## src/bgd_pkg.sv

```systemverilog
// shared constants for the bar-graph display driver
package bgd_pkg;
  localparam int SEG_N = 20;
  localparam int PWR_W = 10;
  localparam int FREQ_W = 17;
  // power in tenths of a percent of rated output, 0..1000
  localparam logic [PWR_W-1:0] PWR_STEP = 10'h032;
  localparam logic [PWR_W-1:0] PWR_FULL = 10'h3E8;
  // nominal frequency variants
  typedef enum logic [1:0] {BGD_NOM_20K = 2'h0, BGD_NOM_30K = 2'h1, BGD_NOM_40K = 2'h3} bgd_nom_t;
  // segment widths in Hz
  localparam logic [FREQ_W-1:0] SEGW_20K = 17'h00032;
  localparam logic [FREQ_W-1:0] SEGW_30K = 17'h0004C;
  localparam logic [FREQ_W-1:0] SEGW_40K = 17'h00064;
  // lower edge of the eleventh segment (index 10): 19975 Hz for 20 kHz
  localparam logic [FREQ_W-1:0] SEG10_LO_20K = 17'h04E07;
  localparam logic [FREQ_W-1:0] SEG10_LO_30K = 17'h07508;
  localparam logic [FREQ_W-1:0] SEG10_LO_40K = 17'h09C0E;
  localparam int MID_SEG = 9;
  // display source after a cycle
  localparam logic POST_POWER = 1'b0;
  localparam logic POST_FREQ = 1'b1;
  // blink half period: 250 ms at 10 MHz
  localparam int CLK_HZ = 10_000_000;
  localparam int BLINK_MS = 250;
  localparam int BLINK_CYC = CLK_HZ / 1000 * BLINK_MS;
  typedef enum logic [1:0] {BGD_IDLE = 2'b00, BGD_LIVE = 2'b01, BGD_HOLD = 2'b11} bgd_state_t;
endpackage : bgd_pkg

```

## src/bgd_blink.sv

```systemverilog
// free-running blink toggle for the alarm segment
`timescale 1ns/100ps
module bgd_blink #(
  parameter int HALF_CYC = bgd_pkg::BLINK_CYC
) (
  input wire logic clk,
  input wire logic nrst,
  output logic phase
);
  // elaboration check: the divider needs at least one clock per phase
  if (HALF_CYC < 1) begin : g_bad_half
    $error("blink half period must be at least one cycle");
  end
  logic [31:0] cnt_r;
  wire wrap = (cnt_r == 32'(HALF_CYC - 1));
  always_ff @(posedge clk or negedge nrst) begin
    if (!nrst) begin
      cnt_r <= 32'h0;
      phase <= 1'b0;
    end else if (wrap) begin
      cnt_r <= 32'h0;
      phase <= ~phase;
    end else begin
      cnt_r <= cnt_r + 32'h1;
    end
  end
endmodule : bgd_blink

```

## src/bgd_driver.sv

```systemverilog
// bar-graph display driver: live power, post-cycle peak or frequency, alarm blink
`timescale 1ns/100ps
// Behaviour
// - while sonics run the bar shows present power as a fraction of rated output.
// - after a cycle, by default the bar holds that cycle's peak power.
// - in frequency mode exactly one segment is lit after a cycle, placed by stored frequency.
// - the power symbol is lit whenever sonics run, even with no segment lit.
// - segment n lights once power reaches n times 5 percent, none below 5 percent.
// - test overload or external memory reset shows the middle segment blinking.
// - frequency segment width is 50, 76 or 100 Hz for 20, 30 or 40 kHz units.
// - for 20 kHz the eleventh segment covers 19975 to 20024 Hz, neighbours step by width.
// - a select input chooses post-cycle display, 0 peak power and 1 frequency, power default.
module bgd_driver #(
  parameter int BLINK_HALF = bgd_pkg::BLINK_CYC
) (
  input wire logic CLK,
  input wire logic NRST,
  input wire logic SONICS_ON,
  input wire logic [bgd_pkg::PWR_W-1:0] POWER,
  input wire logic CYCLE_DONE,
  input wire logic [bgd_pkg::FREQ_W-1:0] FREQ_STORED,
  input wire logic [1:0] NOMINAL,
  input wire logic POST_SEL,
  input wire logic OVERLOAD,
  input wire logic MEM_RESET,
  input wire logic ALARM_CLEAR,
  output logic [bgd_pkg::SEG_N-1:0] SEGMENTS,
  output logic POWER_SYMBOL
);
  // elaboration checks: refuse settings the logic cannot serve
  // the blink divider needs at least one clock per phase
  if (BLINK_HALF < 1) begin : g_bad_blink
    $error("blink half period must be positive");
  end
  // indices are five bits wide and the thermometer is built in 21 bits
  if (bgd_pkg::SEG_N > 20) begin : g_bad_bar
    $error("bar length exceeds the index logic");
  end
  // the alarm segment must lie on the bar
  if (bgd_pkg::MID_SEG >= bgd_pkg::SEG_N) begin : g_bad_mid
    $error("middle segment lies off the bar");
  end
  // a zero step would leave the power step division undefined
  if (bgd_pkg::PWR_STEP == '0) begin : g_bad_step
    $error("power step must be non-zero");
  end

  // count of full 5 percent steps, saturated at the bar length
  function automatic logic [4:0] pwr_steps(input logic [bgd_pkg::PWR_W-1:0] p);
    logic [bgd_pkg::PWR_W-1:0] q;
    q = (p > bgd_pkg::PWR_FULL) ? bgd_pkg::PWR_FULL : p;
    return 5'(q / bgd_pkg::PWR_STEP);
  endfunction : pwr_steps

  // thermometer code: the lowest n segments lit
  function automatic logic [bgd_pkg::SEG_N-1:0] bar_of(input logic [4:0] n);
    logic [bgd_pkg::SEG_N:0] t;
    t = (21'h1 << n) - 21'h1;
    return t[bgd_pkg::SEG_N-1:0];
  endfunction : bar_of

  bgd_pkg::bgd_state_t state_r, state_nxt;
  logic [bgd_pkg::PWR_W-1:0] peak_r, peak_nxt;
  logic [bgd_pkg::FREQ_W-1:0] freq_r;
  logic [4:0] fseg_r;
  logic alarm_r, alarm_nxt;
  logic blink;
  logic [bgd_pkg::SEG_N-1:0] seg_nxt;

  bgd_blink #(.HALF_CYC(BLINK_HALF)) u_blink (
    .clk(CLK),
    .nrst(NRST),
    .phase(blink)
  );

  // segment width per nominal variant; the unused code is served as 20 kHz
  function automatic logic [bgd_pkg::FREQ_W-1:0] seg_width_of(input logic [1:0] n);
    logic [bgd_pkg::FREQ_W-1:0] w;
    unique case (n)
      bgd_pkg::BGD_NOM_30K: w = bgd_pkg::SEGW_30K;
      bgd_pkg::BGD_NOM_40K: w = bgd_pkg::SEGW_40K;
      default: w = bgd_pkg::SEGW_20K;
    endcase
    return w;
  endfunction : seg_width_of

  // lower edge of the eleventh segment per nominal variant
  function automatic logic [bgd_pkg::FREQ_W-1:0] seg10_lo_of(input logic [1:0] n);
    logic [bgd_pkg::FREQ_W-1:0] lo;
    unique case (n)
      bgd_pkg::BGD_NOM_30K: lo = bgd_pkg::SEG10_LO_30K;
      bgd_pkg::BGD_NOM_40K: lo = bgd_pkg::SEG10_LO_40K;
      default: lo = bgd_pkg::SEG10_LO_20K;
    endcase
    return lo;
  endfunction : seg10_lo_of

  // segment index of a frequency; segment zero starts ten widths below
  // the eleventh, and anything beyond the span is held on the nearest end
  function automatic logic [4:0] freq_index(
    input logic [bgd_pkg::FREQ_W-1:0] f,
    input logic [bgd_pkg::FREQ_W-1:0] w,
    input logic [bgd_pkg::FREQ_W-1:0] lo
  );
    logic [bgd_pkg::FREQ_W+3:0] span;
    logic [bgd_pkg::FREQ_W-1:0] base;
    logic [bgd_pkg::FREQ_W-1:0] q;
    span = 21'(w) * 21'd10;
    base = lo - span[bgd_pkg::FREQ_W-1:0];
    if (f < base) begin
      q = '0;
    end else begin
      q = (f - base) / w;
    end
    if (q > 17'(bgd_pkg::SEG_N - 1)) begin
      return 5'(bgd_pkg::SEG_N - 1);
    end
    return q[4:0];
  endfunction : freq_index

  wire [bgd_pkg::FREQ_W-1:0] seg_w = seg_width_of(NOMINAL);
  wire [bgd_pkg::FREQ_W-1:0] seg10_lo = seg10_lo_of(NOMINAL);
  // clamped index of the captured frequency
  wire [4:0] fidx = freq_index(freq_r, seg_w, seg10_lo);

  // thermometer of live or peak power
  wire [bgd_pkg::SEG_N-1:0] live_bar = bar_of(pwr_steps(POWER));
  wire [bgd_pkg::SEG_N-1:0] peak_bar = bar_of(pwr_steps(peak_r));
  wire [bgd_pkg::SEG_N-1:0] freq_bar = bgd_pkg::SEG_N'(1) << fseg_r;
  wire [bgd_pkg::SEG_N-1:0] mid_bar = bgd_pkg::SEG_N'(1) << bgd_pkg::MID_SEG;

  // a cycle ends on its done pulse or when sonics stop, whichever comes first
  wire cycle_end = CYCLE_DONE || !SONICS_ON;

  always_comb begin
    state_nxt = state_r;
    peak_nxt = peak_r;
    unique case (state_r)
      bgd_pkg::BGD_IDLE, bgd_pkg::BGD_HOLD: begin
        if (SONICS_ON) begin
          state_nxt = bgd_pkg::BGD_LIVE;
          peak_nxt = POWER;
        end
      end
      bgd_pkg::BGD_LIVE: begin
        if (POWER > peak_r) peak_nxt = POWER;
        if (cycle_end) state_nxt = bgd_pkg::BGD_HOLD;
      end
      default: state_nxt = bgd_pkg::BGD_IDLE;
    endcase
  end

  // alarm events; either source sets the latch
  wire alarm_event = OVERLOAD || MEM_RESET;
  // set wins over a clear in the same cycle so a fresh event is never lost
  assign alarm_nxt = alarm_event ? 1'b1 : (ALARM_CLEAR ? 1'b0 : alarm_r);

  wire show_freq = (POST_SEL == bgd_pkg::POST_FREQ);
  wire in_hold = (state_r == bgd_pkg::BGD_HOLD);
  wire [bgd_pkg::SEG_N-1:0] post_bar = show_freq ? freq_bar : peak_bar;
  // dark phase shows nothing, lit phase only the middle segment
  wire [bgd_pkg::SEG_N-1:0] alarm_bar = blink ? mid_bar : '0;

  always_comb begin
    if (alarm_r) begin
      seg_nxt = alarm_bar;
    end else if (SONICS_ON) begin
      seg_nxt = live_bar;
    end else if (in_hold) begin
      seg_nxt = post_bar;
    end else begin
      seg_nxt = '0;
    end
  end

  always_ff @(posedge CLK or negedge NRST) begin
    if (!NRST) begin
      state_r <= bgd_pkg::BGD_IDLE;
      peak_r <= '0;
      alarm_r <= 1'b0;
    end else begin
      state_r <= state_nxt;
      peak_r <= peak_nxt;
      alarm_r <= alarm_nxt;
    end
  end

  // frequency captured on the done pulse only, index one cycle later; the division sits
  // behind a register so it never lies on the path to the output flops
  always_ff @(posedge CLK or negedge NRST) begin
    if (!NRST) begin
      freq_r <= '0;
      fseg_r <= 5'h00;
    end else begin
      if (CYCLE_DONE) freq_r <= FREQ_STORED;
      fseg_r <= fidx;
    end
  end

  always_ff @(posedge CLK or negedge NRST) begin
    if (!NRST) begin
      SEGMENTS <= '0;
      POWER_SYMBOL <= 1'b0;
    end else begin
      // outputs come straight from flops so the glass never sees decode glitches
      SEGMENTS <= seg_nxt;
      POWER_SYMBOL <= SONICS_ON;
    end
  end
endmodule : bgd_driver

```

## config.mk

```make
export PLATFORM = sky130hd
export DESIGN_NAME = bgd_driver
export DESIGN_NICKNAME = d
export VERILOG_FILES = /design/src/bgd_pkg.sv /design/src/bgd_blink.sv /design/src/bgd_driver.sv
export SDC_FILE = /design/constraint.sdc
export NUM_CORES = 1
export LEC_CHECK = 0
export BUFFER_PORTS_ARGS = -buffer_cell sky130_fd_sc_hd__clkbuf_2
export CAP_MARGIN = 20
export CORE_MARGIN = 2
export CORE_UTILIZATION = 35
export DETAILED_ROUTE_END_ITERATION = 7
export GPL_TIMING_DRIVEN = 0
export PLACE_DENSITY_LB_ADDON = 0.1
export REMOVE_ABC_BUFFERS = 1
export SLEW_MARGIN = 20
export SYNTH_ARGS = -nofsm -noshare
export SYNTH_HDL_FRONTEND = slang
export SYNTH_SLANG_ARGS = --single-unit
```

## constraint.sdc

```tcl
create_clock -name CLK -period 75.7 [get_ports CLK]
set_clock_uncertainty 0.1 [all_clocks]
set_input_delay 11.355 -clock CLK [delete_from_list [all_inputs] [get_ports CLK]]
set_output_delay 11.355 -clock CLK [all_outputs]
set_load 0.005 [all_outputs]
```

# Yosys cells after proc, flatten, opt, wreduce, memory -nomap -nowiden
# Index checks and enable logic that the tools add are counted.
classes:
  n_eq_ne: 8
  multipliers: 1
  n_reduce_logical: 9
  n_div: 3
  muxes: 22
  shift: 3
  addsub: 5
  n_lt_le_gt_ge: 5
  bitwise_logic: 1
ops:
  columns: ["operator", "count"]
  rows:
  - ["2-to-1 mux 20 bit", 4]
  - ["<< shifter 1 x 5 -> 20 bit (first input constant)", 3]
  - ["2-to-1 mux 10 bit", 5]
  - ["subtractor 20 x 1 -> 20 bit (second input constant)", 2]
  - ["subtractor 17 bit", 2]
  - ["adder 32 x 1 -> 32 bit (second input constant)", 1]
  - ["equality test 32 x 22 -> 1 bit (second input constant)", 1]
  - ["2-to-1 mux 32 bit", 1]
  - ["one-hot mux 16 bit (2 select lines)", 1]
  - ["divider 10 x 6 -> 10 bit (second input constant)", 2]
  - ["greater-than comparator 10 bit (second input constant)", 2]
  - ["one-hot mux 10 bit (2 select lines)", 1]
  - ["divider 17 x 17 -> 17 bit", 1]
  - ["greater-than comparator 17 x 5 -> 1 bit (second input constant)", 1]
  - ["< comparator 17 bit", 1]
  - ["multiplier 17 x 3 -> 16 bit (second input constant)", 1]
  - ["2-to-1 mux 17 bit", 1]
  - ["one-hot mux 7 bit (2 select lines)", 1]
  - ["greater-than comparator 10 bit", 1]
  - ["2-to-1 mux 5 bit", 2]
  - ["!= test 2 bit (second input constant)", 3]
  - ["equality test 2 x 1 -> 1 bit (second input constant)", 2]
  - ["equality test 2 bit (second input constant)", 2]
  - ["2-to-1 mux 2 bit", 2]
  - ["other kinds (10)", 14]
totals:
  word_cells: 66
  inputBits: 37
  memories: 0
  romBits: 0
  latch_bits: 0
  ramBits: 0
  regBits: 89

# Logic depth before layout (Yosys ltp)
# Gate-level depths: netlist of run 1.
depth:
  depth_word: 10
  mapped_depth: 162

# By module
# A second synthesis of run 1 with hierarchy kept.
unflattened:
  hier_cells: 1859
  area_unflattened_um2: 13818.3
modules_own_cells:
  columns: ["mod", "cells_per_inst", "area_per_inst_um2", "instances"]
  rows:
  - ["bgd_driver", 1712, 12213.0, 1]
  - ["bgd_blink", 147, 1605.3, 1]

# Worst setup path after synthesis of run 1
# No wires, ideal clock.
synth_path:
  path_kind: "input to register"
  startpoint: "input port NOMINAL[0]"
  endpoint: "register fseg_r[0]"
  cell_stages: 149
  arrival_time_ns: 42.245
  slack_ns: 33.231
  n_path_buf: 12
  path_cell_list: "nor2b_1 > inv_1 > ha_1 > clkbuf_1 > clkbuf_1 > clkbuf_1 > buf_1 > clkbuf_1 > clkbuf_1 > nand2_1 > nor2_1 > nand2_1 > ha_1 > and4_1 > and2_1 > o21ai_1 > a211o_1 > o311ai_2 > (+113 left out) > a31oi_2 > nand2_4 > mux2_2 > ha_1 > and2_1 > nor2b_1 > mux2_1 > or2_2 > a41o_1 > a22oi_1 > nand2_2 > mux2_2 > ha_1 > a2111o_1 > a211o_1 > mux2i_1 > a211oi_1 > a211o_1"
synth_between:
  elab_chain_len: 10
  word_cells_on_any_way: 13
synth_lines:
  columns: ["item", "line", "rtl"]
  rows:
  - ["start, declared", "bgd_driver.sv:22", "input wire logic [1:0] NOMINAL,"]
  - ["equality test 2 bit or equality test 2 x 1 -> 1 bit (tied branches)", "bgd_driver.sv:79, bgd_driver.sv:90", null]
  - ["one-hot mux 7 bit (2 select lines)", "bgd_driver.sv:79", "unique case (n)"]
  - ["multiplier 17 x 3 -> 16 bit", "bgd_driver.sv:108", "span = 21'(w) * 21'd10;"]
  - ["subtractor 17 bit", "bgd_driver.sv:109", "base = lo - span[bgd_pkg::FREQ_W-1:0];"]
  - ["subtractor 17 bit", "bgd_driver.sv:113", "q = (f - base) / w;"]
  - ["divider 17 x 17 -> 17 bit", "bgd_driver.sv:113", null]
  - ["2-to-1 mux 17 bit *", "bgd_driver.sv:110", "if (f < base) begin"]
  - ["greater-than comparator 17 x 5 -> 1 bit", "bgd_driver.sv:115", "if (q > 17'(bgd_pkg::SEG_N - 1)) begin"]
  - ["2-to-1 mux 1 bit", "bgd_driver.sv:115", null]
  - ["2-to-1 mux 5 bit *", "bgd_driver.sv:118", "return q[4:0];"]
  - ["net fidx[0]", "bgd_driver.sv:124", "wire [4:0] fidx = freq_index(freq_r, seg_w, seg10_lo);"]
  - ["end signal, assigned", "bgd_driver.sv:196", "fseg_r <= fidx;"]
  - ["end, declared", "bgd_driver.sv:65", "logic [4:0] fseg_r;"]
# The timed path passes the listed nets; every way through them passes the cells marked *.
# A chain may end at the register's enable or synchronous reset.

# Worst setup path after layout of run 1
# Ends and elaborated chain as after synthesis.

==> impl_metrics.yaml, run 1 <==
floorplan:
  die-area_um2: 39080
  chipHeight_um: 197.7
  io-pin-count: 58
  dieWidth_um: 197.7
  initial_core_util_pct: 35.69
  rows: 70
  core_um2: 36790
global_routing:
  grt_usage_pct: 20.34
  grt_first_pass_wirelength_mm: 64.92
  antenna_found_initial: 1
  grt_pass1_vias: 12340
  grt_max_degree: 55
  grt-ovfl-total: 0
synthesis:
  muxShareOfSynthArea_pct: 5.546
  synth_ff_type: "dfrtp_1"
  syn-instance-count: 1777
  synthSimpleGateAreaFrac_pct: 27.09
  synth_top_family_by_area: "compound AO/OA/AOI/OAI gates"
  synth_compound_area_share_pct: 28.44
  yosys.area_share.adder_pct: 8.710
  synth_edf_count: 0
  ys_warn_count: 0
  synth_area_um2: 13130
  synth-seq-cells: 89
  avgSynthCellArea_um2: 7.389
  synthXorXnorAreaFrac_pct: 8.977
  synth_cell_type_count: 115
  yosysSeqAreaShare_pct: 16.96
  synthArstFlopShare_pct: 100.0
timing:
  tns_ns: 0
  tightest_slew_ns: 1.040
  final_hold_viol_count: 0
  setup_viol: 0
  post-route-min-period_ns: 46.62
  drv_slew: 0
  slew_headroom_pct: 28.66
  fmax_mhz: 21.45
  rsz0062_at_grt: "false"
  fin_crit_sh_pct: 61.59
clocking:
  clock_path_buffers: 2
  cts_hold_buf: 0
  clk_latency_ns: 0.34
  cts_resized: 0
  clk_pin_slew_worst_paths_ns: 0.07
  h-tree-depth: 3
  post_cts_buffers: 0
  cts_tree: "yes"
  cts_made_buffers: 9
  cts_sinks: 89
  root_buffer: "clkbuf_16"
final_layout:
  mostFrequentLayoutCells: "nand2_1, nor2_1, a21oi_1"
  drive_above_1_share_pct: 10.77
  n_antenna_cell: 0
  final_nets: 1905
  area_growth_pct: 8.110
  final_common_cell: "nand2_1"
critical_path:
  critPathCaptureType: "register"
  slowest_delay_ns: 0.61
  rr_worst_depth: 135
  critPathKind: "in -> reg"
  crit_path_max_fanout: 52
  arrival_ns: 46.75
  worstSetupStartpointType: "primary input"
  cpMostUsedCell: "nor2_1"
  cpMaxStageDelayCell: "nor2_1"
  required_ns: 75.82
routing:
  wl_per_cell_um: 17.61
  drc: 0
  final_antenna_net_count: 0
  routed_via_density: 5.765
  drt-initial-drc-count: 774
  num_vias: 12980
  wl_mm: 39.65
  dr.pass1.iters: 5
job:
  cap_violations: 0
hold_path:
  min_path_cells: 1
  hold_class: "reg -> reg"
status:
  status: "complete, no violations"
placed_design:
  dp_hpwl_mm: 30.79
  port_buffers: 57
  place.gp.congestion: 0.8340
==> synth_stat cells, types with 12 or more instances <==
library cell    n  area, um2
a211o_1        12      105.1
a211oi_1       25      187.7
a21o_1         20      150.1
a21oi_1       130      650.6
a22oi_1        20      150.1
a31oi_1        16      100.1
and2_1         35      219.0
and3_1         21      131.4
clkbuf_1       59      221.5
dfrtp_1        89       2227
ha_1           89       1114
inv_1          68      255.2
mux2_2         36      405.4
mux2i_1        23      230.2
nand2_1       188      705.7
nand2b_1       19      118.9
nand3_1        50      250.2
nand4_1        24      150.1
nor2_1        183      686.9
nor2b_1        25      156.4
nor3_1         51      255.2
nor4_1         15      93.84
o211ai_1       19      142.6
o21a_1         18      135.1
o21ai_0       101      505.5
o21ai_1        19      95.09
o22ai_1        26      162.7
o31ai_1        17      127.6
or2_2          14      87.58
or3_1          25      156.4
xnor2_1        80      700.7
xor2_1         52      455.4
==> registers in the layout (all words and copies together), names as in the netlist <==
signal,flops
POWER_SYMBOL,1
u_blink.phase,1
SEGMENTS,20
alarm_r,1
peak_r,10
u_blink.cnt_r,32
state_r,2
fseg_r,5
freq_r,17
==> per-stage QoR <==
stage	hold WS (ns)	std cells	setup slack (ns)	utilization [%]	instance area [um2]
after floorplan	0.3429	1703	32.85	-	12830
after global placement	0.3698	2228	23.35	37.25	13700
after detailed placement	0.3712	2235	28.77	37.74	13880
after CTS	0.3807	2251	29.05	38.54	14180
after global routing	0.4095	2251	25.59	38.59	14190
final	0.3778	2251	29.08	38.59	14190
==> cell type report <==
type	instances	area (um2)
Clock buffer	11	232.7
Clock inverter	5	63.81
Fill cell	3847	22590
Inverter	69	260.3
Multi-Input combinational cell	1545	10410
Sequential cell	89	2227
Tap cell	468	585.6
Timing Repair Buffer	64	419.2
==> worst paths after layout <==
kind	startpoint	to	slack, ns
max in group asynchronous	NRST	u_blink.cnt_r[16]	64.10
worst min register to register	u_blink.cnt_r[31]	u_blink.cnt_r[31]	0.38
worst max-delay path	NOMINAL[0]	fseg_r[0]	29.08
worst max register to register	freq_r[0]	fseg_r[0]	41.78
worst min-delay path	u_blink.cnt_r[31]	u_blink.cnt_r[31]	0.38
min in group asynchronous	NRST	SEGMENTS[5]	10.82
==> cells by family after synthesis <==
kind of cell             Yosys count
XOR/XNOR                         133
AND/OR/NAND/NOR                  709
adder cells (fa/ha/maj)           91
other                              1
flip-flops                        89
multiplexers                      65
AO/OA/AOI/OAI                    546
buffers and inverters            143
==> per-layer routing <==
layer | vias to the layer above | global-route usage (%) | part of all wire, %
li1 | 6570 | - | -
met1 | 6144 | 28.08 | 50
met2 | 221 | 34.26 | 46
met3 | 39 | 1.673 | 2.8
met4 | 2 | 4.929 | 1.6
met5 | - | 0 | 0.023
==> worst max-delay path, delay by kind of cell <==
family                   cells  cell delay, ns
AO/OA/AOI/OAI               48           12.52
XOR/XNOR                     4            1.01
adder cells (fa/ha/maj)     16            5.41
buffers and inverters        8            1.52
multiplexers                10            3.08
AND/OR/NAND/NOR             56           11.75
Power of run 1 is left out: the tool's default activity adds up to more than one toggle a clock period on the data nets, which glitch-free logic cannot reach.
==> inputs of run 2 (changes only) <==
Settings changed: ABC_AREA from default to 1.
Clock period 75.7 ns to 48.8 ns, I/O delays scaled along.
==> impl_metrics.yaml, run 2 <==
routing:
  wl_mm: 36.41
  dr.pass1.iters: 5
  routed_via_density: 5.028
  num_vias: 12900
  wl_per_cell_um: 14.19
  drt-initial-drc-count: 668
  drc: 0
  final_antenna_net_count: 0
synthesis:
  avgSynthCellArea_um2: 6.131
  synthTopCellsByCount: "nand2_1, inv_1, nor2_1"
  synth_edf_count: 0
  synth_cell_type_count: 65
  synth_ff_type: "dfrtp_1"
  yosysSeqAreaShare_pct: 17.61
  syn-instance-count: 2063
  synth_top_area_share_pct: 17.61
  synth.most_common_cell: "nand2_1"
  ys_warn_count: 0
  synthArstFlopShare_pct: 100.0
  synth_top_area_cell: "dfrtp_1"
  synth-seq-cells: 89
  synth_area_um2: 12650
  ys_top_cells_by_area: "dfrtp_1, nand2_1, inv_1"
critical_path:
  worstSetupStartpointType: "primary input"
  arrival_ns: 32.41
  cpMostUsedCell: "nand2_1"
  path_depth: 152
  cpMaxStageDelayCell: "ha_2"
  cp_num_buf_inv: 21
  critPathTopFamily: "simple AND/OR/NAND/NOR gates"
  required_ns: 48.94
  rr_worst_depth: 148
  slowest_delay_ns: 0.80
  critPathCaptureType: "register"
  reg2reg_slack_ns: 25.26
  critPathKind: "in -> reg"
  crit_path_max_fanout: 28
timing:
  tightest_slew_ns: 0.8124
  setup_viol: 0
  post-route-min-period_ns: 32.27
  slew_headroom_pct: 45.34
  fmax_mhz: 30.99
  fin_crit_sh_pct: 66.13
  rsz0062_at_grt: "false"
  drv_slew: 0
  tns_ns: 0
  final_hold_viol_count: 0
clocking:
  cts_sinks: 89
  h-tree-depth: 3
  clk_latency_ns: 0.36
  root_buffer: "clkbuf_16"
  cts_made_buffers: 9
  cts_resized: 0
  clk_pin_slew_worst_paths_ns: 0.07
  clock_path_buffers: 2
  post_cts_buffers: 0
  cts_tree: "yes"
  cts_hold_buf: 0
floorplan:
  io-pin-count: 58
  core_um2: 35570
  die-area_um2: 37670
  dieWidth_um: 194.1
  rows: 69
  initial_core_util_pct: 35.56
  chipHeight_um: 194.1
global_routing:
  grt_pass1_vias: 12410
  antenna_found_initial: 1
  grt_first_pass_wirelength_mm: 61.53
  grt-ovfl-total: 0
  grt_max_degree: 79
  grt_usage_pct: 19.44
job:
  cap_violations: 0
hold_path:
  hold_class: "reg -> reg"
  min_path_cells: 1
final_layout:
  mostFrequentLayoutCells: "nand2_1, inv_1, nor2_1"
  final_common_cell: "nand2_1"
  final_nets: 2226
  final_util_pct: 38.51
  regMostFlops: "u_blink.cnt_r"
  drive_above_1_share_pct: 12.26
  largest_register_ffs: 32
  area_growth_pct: 8.299
  reg.largest.list: "u_blink.cnt_r x32, SEGMENTS x20, freq_r x17"
placed_design:
  dp_hpwl_mm: 29.07
  place.gp.congestion: 0.8856
  port_buffers: 57
status:
  status: "complete, no violations"
[run 2: cell count changes after synthesis, moves of 48 or more]
cell	before	now
nand3_1	50	174
xnor2_1	80	29
inv_1	68	322
nand2_2	1	49
nand2_1	188	506
a21oi_1	130	81
[run 2: kinds of logic after synthesis]
logic type	after synthesis	synth area share [%]
mux	13	1.147
compound gates	296	13.42
buf+inv	390	11.90
fa+ha+maj	90	8.962
xor+xnor	75	5.312
simple gates	1109	41.62
flops	89	17.61
other cells	1	0.02965
[run 2: final cells by class]
cell class,instances,area [um2]
clock buffer,9,225.2
fill,3917,21870
sequential,89,2227
inverter,356,1339
clock inverter,7,65.06
tap,461,576.8
timing repair buffer,59,329.1
antenna,1,2.502
multi-input combinational,1584,8934
[run 2: path summary, 6_finish.rpt]
path,endpoint,start
setup / recovery,fseg_r[0],NOMINAL[1]
hold / removal,u_blink.cnt_r[0],u_blink.cnt_r[0]
setup reg to reg,fseg_r[0],freq_r[0]
hold reg to reg,u_blink.cnt_r[0],u_blink.cnt_r[0]
max in group asynchronous,peak_r[9],NRST
min in group asynchronous,u_blink.cnt_r[21],NRST
[run 2: stage by stage]
stage / instance area [um2] / std cells / hold WS [ns] / setup WS, ns
2_1_floorplan: 12480 / 2029 / 0.3322 / 20.23
3_3_place_gp: 13340 / 2547 / 0.3587 / 13.89
3_5_place_dp: 13410 / 2549 / 0.3576 / 16.06
4_1_cts: 13700 / 2565 / 0.3674 / 16.40
5_1_grt: 13700 / 2565 / 0.3936 / 13.62
6_report: 13700 / 2566 / 0.3665 / 16.53
[run 2: metal layers]
layer  vias up  GRT usage, %  wire [um]
li1       6786             -          -
met1      5877         26.01      17980
met2       206         33.57      16790
met3        34         1.826       1012
met4         0         4.826        623
met5         -             0          0
[run 2: worst reg2reg max path: cells and delay by family (launching register included)]
kind	cells	cell delay, ns
and+or+nand+nor	86	10.14
AOI/OAI and AO/OA	26	5.61
adders and majority gates	16	5.21
buffers and inverters	19	1.77
DFF	1	0.33
xor gates and xnor gates	1	0.28
Power of run 2 is left out for the same reason.
